[config.mk]
export PLATFORM = sky130hd
export DESIGN_NAME = hall_sensor_primary_registers
export DESIGN_NICKNAME = d
export VERILOG_FILES = /design/src/hall_regs_pkg.sv /design/src/intr_rec_if.sv /design/src/hall_sensor_primary_registers.sv /design/src/intr_record_tracker.sv
export VERILOG_INCLUDE_DIRS = /design/src /design/src/src
export SDC_FILE = /design/constraint.sdc
export NUM_CORES = 1
export LEC_CHECK = 0
export ABC_AREA = 1
export BUFFER_PORTS_ARGS = -buffer_cell sky130_fd_sc_hd__buf_2
export CAP_MARGIN = 15
export CORE_MARGIN = 2
export CORE_UTILIZATION = 52
export DETAILED_ROUTE_END_ITERATION = 6
export HOLD_SLACK_MARGIN = 0.05
export PLACE_DENSITY_LB_ADDON = 0.12
export SLEW_MARGIN = 20
export SYNTH_ARGS = -nofsm -noshare
export SYNTH_HDL_FRONTEND = slang
export SYNTH_SLANG_ARGS = --single-unit
[constraint.sdc]
create_clock -name clk_sys -period 1.8 [get_ports clk_sys]
set_clock_uncertainty 0.2 [all_clocks]
set_input_delay 0.18 -clock clk_sys [delete_from_list [all_inputs] [get_ports clk_sys]]
set_output_delay 0.18 -clock clk_sys [all_outputs]
set_load 0.03 [all_outputs]
[src/hall_regs_defines.svh]
// Purpose: Offsets, field positions and reset values of the primary bank
// Assumes: Included by its bare name from the package and the bank module
// Notes: Definitions only
`ifndef HALL_REGS_DEFINES_SVH
`define HALL_REGS_DEFINES_SVH

// Register offsets on the register port
`define OFS_CTRL 8'h27
`define OFS_HIGH 8'h28
`define OFS_LOW 8'h29

// Control register fields
`define CTRL_MODE_LSB 0
`define CTRL_MODE_MSB 1
`define CTRL_LOOP_LSB 2
`define CTRL_LOOP_MSB 3
`define CTRL_INACT_LSB 4
`define CTRL_INACT_MSB 6
`define CTRL_RESET 7'h00

// High result register fields
`define HIGH_X_LSB 24
`define HIGH_Y_LSB 16
`define HIGH_Z_LSB 8
`define HIGH_NEW_BIT 7
`define HIGH_INT_BIT 6
`define HIGH_TEMP_LSB 0

// Low result register fields
`define LOW_BUSY_BIT 20
`define LOW_X_LSB 16
`define LOW_Y_LSB 12
`define LOW_Z_LSB 8
`define LOW_HALL_LSB 6
`define LOW_TEMP_LSB 0

`endif

[src/hall_regs_pkg.sv]
// Purpose: Shared types of the primary register bank
// Assumes: Defines header sits on the include path
// Notes: Encodings of the mode fields
`include "hall_regs_defines.svh"
package hall_regs_pkg;
  // Operating mode field decode
  typedef enum logic [1:0] {
    MODE_ACTIVE = 2'h0,
    MODE_SLEEP = 2'h1,
    MODE_DUTY_CYCLED_LOW_POWER = 2'h2,
    MODE_UNUSED = 2'h3
  } op_mode_t;
  // Serial readback behaviour
  typedef enum logic [1:0] {
    LOOP_SINGLE = 2'h0,
    LOOP_FAST = 2'h1,
    LOOP_FULL = 2'h2,
    LOOP_UNUSED = 2'h3
  } loop_mode_t;
  // Record tracker states
  typedef enum logic {
    REC_IDLE,
    REC_BUSY
  } rec_state_t;
endpackage

[src/intr_rec_if.sv]
// Purpose: Carrier between the bank and the interrupt record tracker
// Assumes: Single clock domain
// Notes: Start is a one-cycle pulse, busy is a level
`timescale 1ns/1ns
`default_nettype none
interface intr_rec_if;
  logic trigger; // Rising interrupt event, one cycle
  logic recordEn; // Record on interrupt enabled
  logic writeDone; // Non-volatile write finished
  logic writeStart; // Launch non-volatile write
  logic busy; // Write in progress
  modport tracker(input trigger, input recordEn, input writeDone,
                  output writeStart, output busy);
  modport owner(output trigger, output recordEn, output writeDone,
                input writeStart, input busy);
endinterface
`default_nettype wire

[src/hall_sensor_primary_registers.sv]
// Purpose: Primary volatile register bank of a three-axis field sensor
// Assumes: Serial engine outside issues one-cycle read and write strobes
// Notes: Measurement core feeds whole samples; unmapped reads give zero
`timescale 1ns/1ns
`default_nettype none
`include "hall_regs_defines.svh"
module hall_sensor_primary_registers
  import hall_regs_pkg::*;
#(
  parameter int ADDR_W = 8 // Register address width
)(
  input wire logic clk_sys,
  input wire logic reset,
  input wire logic clkEn,
  input wire logic accessEnabled,
  input wire logic rdStrobe,
  input wire logic wrStrobe,
  input wire logic [ADDR_W-1:0] regAddr,
  input wire logic [31:0] wrData,
  output logic [31:0] rdData,
  output logic rdValid,
  input wire logic sampleValid,
  input wire logic [11:0] fieldX,
  input wire logic [11:0] fieldY,
  input wire logic [11:0] fieldZ,
  input wire logic [11:0] tempValue,
  input wire logic [1:0] hallConfig,
  input wire logic thresholdCrossed,
  input wire logic intHoldEn,
  input wire logic intRecordEn,
  input wire logic recordWriteDone,
  output logic recordWriteStart,
  output logic intPin_n,
  output logic [1:0] operatingMode,
  output logic [1:0] readbackLoop,
  output logic [2:0] inactiveCountMax
);
  // Refuse address widths that cannot reach the bank
  if (ADDR_W < 6) begin : g_chk
    $error("ADDR_W too small for register offsets");
  end

  // Pack the high register from one sample
  function automatic logic [31:0] packHigh(input logic [11:0] x,
      input logic [11:0] y, input logic [11:0] z, input logic [11:0] t,
      input logic nd, input logic ia);
    logic [31:0] v;
    v = 32'h0000_0000;
    v[`HIGH_X_LSB +: 8] = x[11:4];
    v[`HIGH_Y_LSB +: 8] = y[11:4];
    v[`HIGH_Z_LSB +: 8] = z[11:4];
    v[`HIGH_NEW_BIT] = nd;
    v[`HIGH_INT_BIT] = ia;
    v[`HIGH_TEMP_LSB +: 6] = t[11:6];
    return v;
  endfunction

  // Pack the low register; bits 31:21 stay zero
  function automatic logic [31:0] packLow(input logic [11:0] x,
      input logic [11:0] y, input logic [11:0] z, input logic [11:0] t,
      input logic [1:0] hm, input logic bsy);
    logic [31:0] v;
    v = 32'h0000_0000;
    v[`LOW_BUSY_BIT] = bsy;
    v[`LOW_X_LSB +: 4] = x[3:0];
    v[`LOW_Y_LSB +: 4] = y[3:0];
    v[`LOW_Z_LSB +: 4] = z[3:0];
    v[`LOW_HALL_LSB +: 2] = hm;
    v[`LOW_TEMP_LSB +: 6] = t[5:0];
    return v;
  endfunction

  logic [6:0] ctrl_q; // Control register, bits 6:0 only
  logic [6:0] ctrl_d;
  logic [11:0] xHi_q, yHi_q, zHi_q, tHi_q; // Sample behind high register
  logic [11:0] xLo_q, yLo_q, zLo_q, tLo_q; // Sample behind low register
  logic [1:0] hallLo_q; // Configuration behind low register
  logic [1:0] hallHi_q; // Configuration of the latest sample
  logic pairHold_q; // High part read, low part pending
  logic newData_q; // Fresh update flag
  logic intStatus_q; // Interrupt status bit
  logic intStatus_d;
  logic crossedPrev_q; // Last crossing level, for edge
  logic [31:0] rdData_q; // Read data register
  logic rdValid_q; // Read answer pulse
  logic intPin_n_q; // Interrupt pin register
  logic [6:0] ctrlOut_q; // Registered control outputs
  op_mode_t curMode; // Decoded operating mode
  intr_rec_if rec (); // Link to record tracker

  // Address decode
  wire logic hitCtrl = (regAddr == ADDR_W'(`OFS_CTRL));
  wire logic hitHigh = (regAddr == ADDR_W'(`OFS_HIGH));
  wire logic hitLow = (regAddr == ADDR_W'(`OFS_LOW));
  wire logic wrCtrl = wrStrobe && hitCtrl;
  wire logic wrHigh = wrStrobe && hitHigh && accessEnabled;
  wire logic rdHigh = rdStrobe && hitHigh;
  wire logic rdLow = rdStrobe && hitLow;

  // Sleep holds results still; other modes update
  assign curMode = op_mode_t'(ctrl_q[`CTRL_MODE_MSB:`CTRL_MODE_LSB]);
  wire logic sleeping = (curMode == MODE_SLEEP);
  wire logic sampleOk = sampleValid && !sleeping;

  // Crossing edge launches the record write
  wire logic crossRise = thresholdCrossed && !crossedPrev_q;
  wire logic intClear = wrHigh && wrData[`HIGH_INT_BIT];

  // Low register follows the sample unless a pair read is open
  wire logic lowLoad = sampleOk && !pairHold_q;

  // Control write: mode always, the rest only under access
  always_comb begin
    ctrl_d = ctrl_q;
    if (wrCtrl) begin
      ctrl_d[`CTRL_MODE_MSB:`CTRL_MODE_LSB] =
        wrData[`CTRL_MODE_MSB:`CTRL_MODE_LSB];
      if (accessEnabled) begin
        ctrl_d[`CTRL_INACT_MSB:`CTRL_LOOP_LSB] =
          wrData[`CTRL_INACT_MSB:`CTRL_LOOP_LSB];
      end
    end
  end

  // Interrupt status: held sticky or following the condition
  always_comb begin
    if (intHoldEn) begin
      // Set wins over a same-cycle clear
      intStatus_d = thresholdCrossed || (intStatus_q && !intClear);
    end else begin
      intStatus_d = thresholdCrossed;
    end
  end

  // Control register and its outputs
  always_ff @(posedge clk_sys) begin
    if (reset) begin
      ctrl_q <= `CTRL_RESET;
      ctrlOut_q <= `CTRL_RESET;
    end else if (clkEn) begin
      ctrl_q <= ctrl_d;
      ctrlOut_q <= ctrl_d;
    end
  end

  // High-side sample capture
  always_ff @(posedge clk_sys) begin
    if (reset) begin
      xHi_q <= 12'h000;
      yHi_q <= 12'h000;
      zHi_q <= 12'h000;
      tHi_q <= 12'h000;
      hallHi_q <= 2'h0;
    end else if (clkEn && sampleOk) begin
      xHi_q <= fieldX;
      yHi_q <= fieldY;
      zHi_q <= fieldZ;
      tHi_q <= tempValue;
      hallHi_q <= hallConfig;
    end
  end

  // Low-side sample capture, kept paired with the high read
  always_ff @(posedge clk_sys) begin
    if (reset) begin
      xLo_q <= 12'h000;
      yLo_q <= 12'h000;
      zLo_q <= 12'h000;
      tLo_q <= 12'h000;
      hallLo_q <= 2'h0;
    end else if (clkEn && rdHigh) begin
      // Freeze the low part with the sample just read high
      xLo_q <= xHi_q;
      yLo_q <= yHi_q;
      zLo_q <= zHi_q;
      tLo_q <= tHi_q;
      // Configuration must follow the same sample as the fields
      hallLo_q <= hallHi_q;
    end else if (clkEn && lowLoad) begin
      xLo_q <= fieldX;
      yLo_q <= fieldY;
      zLo_q <= fieldZ;
      tLo_q <= tempValue;
      hallLo_q <= hallConfig;
    end
  end

  // Pair hold: opened by high read, closed by low read
  always_ff @(posedge clk_sys) begin
    if (reset) begin
      pairHold_q <= 1'b0;
    end else if (clkEn) begin
      pairHold_q <= rdHigh || (pairHold_q && !rdLow);
    end
  end

  // Flags; an update wins over the read that clears
  always_ff @(posedge clk_sys) begin
    if (reset) begin
      newData_q <= 1'b0;
      intStatus_q <= 1'b0;
      crossedPrev_q <= 1'b0;
      intPin_n_q <= 1'b1;
    end else if (clkEn) begin
      newData_q <= sampleOk || (newData_q && !rdHigh);
      intStatus_q <= intStatus_d;
      crossedPrev_q <= thresholdCrossed;
      intPin_n_q <= !intStatus_d;
    end
  end

  // Read answer; every register readable regardless of access
  always_ff @(posedge clk_sys) begin
    if (reset) begin
      rdData_q <= 32'h0000_0000;
      rdValid_q <= 1'b0;
    end else if (clkEn) begin
      rdValid_q <= rdStrobe;
      if (rdStrobe) begin
        if (hitCtrl) rdData_q <= {25'h0, ctrl_q};
        else if (hitHigh) rdData_q <= packHigh(xHi_q, yHi_q, zHi_q,
                                               tHi_q, newData_q,
                                               intStatus_q);
        else if (hitLow) rdData_q <= packLow(xLo_q, yLo_q, zLo_q,
                                             tLo_q, hallLo_q, rec.busy);
        else rdData_q <= 32'h0000_0000; // Unmapped offset
      end
    end
  end

  // Record tracker hookup
  assign rec.trigger = crossRise;
  assign rec.recordEn = intRecordEn;
  assign rec.writeDone = recordWriteDone;

  intr_record_tracker u_tracker (
    .clk_sys(clk_sys),
    .reset(reset),
    .clkEn(clkEn),
    .rec(rec)
  );

  // Outputs straight from flops
  assign rdData = rdData_q;
  assign rdValid = rdValid_q;
  assign recordWriteStart = rec.writeStart;
  assign intPin_n = intPin_n_q;
  assign operatingMode = ctrlOut_q[`CTRL_MODE_MSB:`CTRL_MODE_LSB];
  assign readbackLoop = ctrlOut_q[`CTRL_LOOP_MSB:`CTRL_LOOP_LSB];
  assign inactiveCountMax = ctrlOut_q[`CTRL_INACT_MSB:`CTRL_INACT_LSB];
endmodule
`default_nettype wire

[src/intr_record_tracker.sv]
// Purpose: Tracks the non-volatile interrupt record write
// Assumes: Writer answers each start with one done pulse
// Notes: Further events while busy are absorbed
`timescale 1ns/1ns
`default_nettype none
module intr_record_tracker
  import hall_regs_pkg::*;
(
  input wire logic clk_sys,
  input wire logic reset,
  input wire logic clkEn,
  intr_rec_if.tracker rec
);
  rec_state_t state_q; // Tracker state
  rec_state_t state_d;
  logic start_q; // Start pulse register
  wire logic launch; // New write begins
  wire logic finish; // Write completes

  // Only launch from idle so one write is in flight
  assign launch = (state_q == REC_IDLE) && rec.trigger && rec.recordEn;
  assign finish = (state_q == REC_BUSY) && rec.writeDone;
  assign rec.busy = (state_q == REC_BUSY);
  assign rec.writeStart = start_q;

  // Next state
  always_comb begin
    state_d = state_q;
    case (state_q)
      REC_IDLE: begin
        if (launch) state_d = REC_BUSY;
      end
      REC_BUSY: begin
        if (finish) state_d = REC_IDLE;
      end
      default: state_d = REC_IDLE;
    endcase
  end

  // State and start pulse
  always_ff @(posedge clk_sys) begin
    if (reset) begin
      state_q <= REC_IDLE;
      start_q <= 1'b0;
    end else if (clkEn) begin
      state_q <= state_d;
      start_q <= launch;
    end
  end
endmodule
`default_nettype wire

==> flow_summary.toml <==
[final_layout]
drive_above_1_share_pct = 20.67
final_cell_mix = "141 x nand2_1, 117 x dfxtp_1, 116 x buf_2"
final_common_cell = "nand2_1"
regArea_um2 = 2342
areaGrowthSynthToFinish_pct = 42.34
multi_input_area_um2 = 2150
nNetsFinal = 978
fill_cells = 680
antenna_cells = 0

[hold_path]
whs_path_depth = 8
min_path_type = "in2reg"

[cts]
clk_pin_slew_ps = 60
cts_tree = "done"
cts_made_buffers = 17
cts_setup_buffers = 0
cts_sinks = 117
root_buffer = "clkbuf_8"
clkLatencyLatePin_ps = 520
cts_max_path_buffers = 2
cts_max_level = 4

[placed_design]
post-place-ws_ps = 69.09
gp_congestion = 0.8218
numPortBuffers = 117
place_hpwl_mm = 8.374

[timing]
max_freq_mhz = 571.1
fin_crit_ps = 1751
finalMaxSlewViolations = 0
worst_pin_slew_ps = 671.2
fin_crit_sh_pct = 97.28
fin_tns_setup_ps = 0
hold_viol = 0
slew_headroom_pct = 55.10
rsz0062_at_grt = "yes"
setup_viol = 0
worst_slack_ps = 48.97

[critical_path]
cp_top_family = "buffers and inverters"
path_buf_inv = 4
cp-start-kind = "primary input"
rr_worst_depth = 4
cp_slowest_stage_delay_ps = 570
cp_data_required_time_ps = 2010
crit_cells = 8
crit_slowest_cell = "dlygate4sd3_1"
cp_cell_sequence = "dlygate4sd3_1, clkbuf_4, nand2_1, inv_1, nand2_1, o21ai_0, dlygate4sd3_1, a21oi_1"
critical_path_class = "in2reg"
cp-end-kind = "register"
critical_path_arrival_ps = 1960
r2r_slack_ps = 150
critPathMaxFanout = 7

[synth]
yosys-top-cells-area = "dfxtp_1 48%, nand2_1 11%, nor2_1 8.5%, o21ai_0 7.3%, a21oi_1 6.4%"
syn_nets = 788
syn_inst = 687
ys_ff_latch = 117
yosysWarnings = 0
ys_seq_area_share_pct = 47.98
synth_area_um2 = 4882
synth_area_leader_cell = "dfxtp_1"
synth_top_area_share_pct = 47.98
ys_types = 24
syn_area_per_cell_um2 = 7.107

[global_route]
grt_max_degree = 49
grt.total_usage_pct = 27.84
grt_pass1_wl_mm = 22.23
antenna_found_initial = 0
grt_pass1_vias = 4836
gr-total-overflow = 0

[pwr]
peakVddDrop_mv = 0.6714
p_leak_uw = 0.003179
powerDensity_nw_per_um2 = 940.6

[route]
drt_iter0_markers = 285
drc_errors = 0
antenna_left = 0
wire_per_inst_um = 13.90
viasPerCell = 5.190
first_pass_iters = 5
wl_mm = 13.92
vias = 5195

[die]
io_pins = 143
die_y_um = 100.9
coreArea_um2 = 9153
rows = 35
die_w_um = 100.9
dieArea_um2 = 10180
initial_core_util_pct = 53.34

[run]
max_cap_violations = 0

[run_status]
status = "finished clean"
## worst reg2reg max path: stages (launching register included)
cell           delay, ps
dfxtp_1              340
nor3_1               220
nand3_1               80
dlygate4sd3_1        580
a21oi_1              150
## final timing paths
check	to	startpoint
min reg2reg	xHi_q[3]$_SDFFE_PP0P_	xHi_q[3]$_SDFFE_PP0P_
max	ctrlOut_q[0]$_SDFFE_PP0P_	clkEn
min	rdData[5]$_SDFFE_PP0P_	regAddr[7]
max reg2reg	u_tracker.rec.busy$_SDFFE_PP0P_	u_tracker.rec.busy$_SDFFE_PP0P_
## layer usage
metal | track usage [%] | part of all wire, % | wire length, um
met3 | 6.865 | 6.7 | 928
met2 | 47.23 | 48 | 6724
met5 | 0 | 0 | 0
met1 | 34.52 | 43 | 6015
met4 | 9.667 | 1.8 | 247
## registers in the layout, indices dropped and copies added (netlist names), 4 cells and up
name,cells
tHi_q,12
xLo_q,4
rdData,32
zHi_q,12
tLo_q,6
yLo_q,4
xHi_q,12
ctrlOut_q,7
zLo_q,4
yHi_q,12
## cell type report
class / instances / area share (%)
Timing Repair Buffer: 215 / 22.61
Clock inverter: 14 / 1.981
Multi-Input combinational cell: 475 / 30.93
Clock buffer: 18 / 6.014
Sequential cell: 117 / 33.71
Inverter: 51 / 2.755
Tap cell: 111 / 1.999
## synth_stat cells
cell type and n:
buf_6 2, o21a_1 1, o21ai_1 14, nand3_2 1, nor2_1 110, dfxtp_1 117, o21ai_0 71, nand3b_1 7
inv_1 46, nor3_1 1, nand3_4 1, buf_1 3, buf_4 2, a21oi_1 62, nand2_2 5, o211ai_1 1
nor2_8 1, nor2_4 2, nand3_1 56, buf_2 18, inv_2 5, nand2_1 141, nor2_2 1, clkbuf_1 19
## timing repair
action | CTS | global route
hold buffers | 81 | 0
endpoints found under the setup margin | 0 | 6
endpoints found under the hold margin | 87 | 0
gates resized for setup | 0 | 6
## power by group
group	switching, uW	internal (uW)
clock	1180	1950
combinational	335	308
sequential	59.2	2710
## kinds of logic (layout without fill, tap and decap cells)
group           after synthesis  in the layout  share of synthesized area [%]
compound gates              149            149                          15.38
buf+inv                      95            298                          8.227
flops                       117            117                          47.98
simple gates                326            326                          28.42
## through the flow
stage	instance area (um^2)	instances	hold WS [ps]	total power [uW]	util [%]
5_1_grt	6949	1001	99.14	6749	75.93
3_5_place_dp	5549	888	238.2	3299	60.63
4_1_cts	6935	1001	79.37	6542	75.78
2_1_floorplan	4882	687	128.3	3111	-
6_report	6949	1001	92.02	6536	75.93
3_3_place_gp	5549	888	231.0	3281	60.63
No activity file was read; power rests on OpenSTA's default activity.
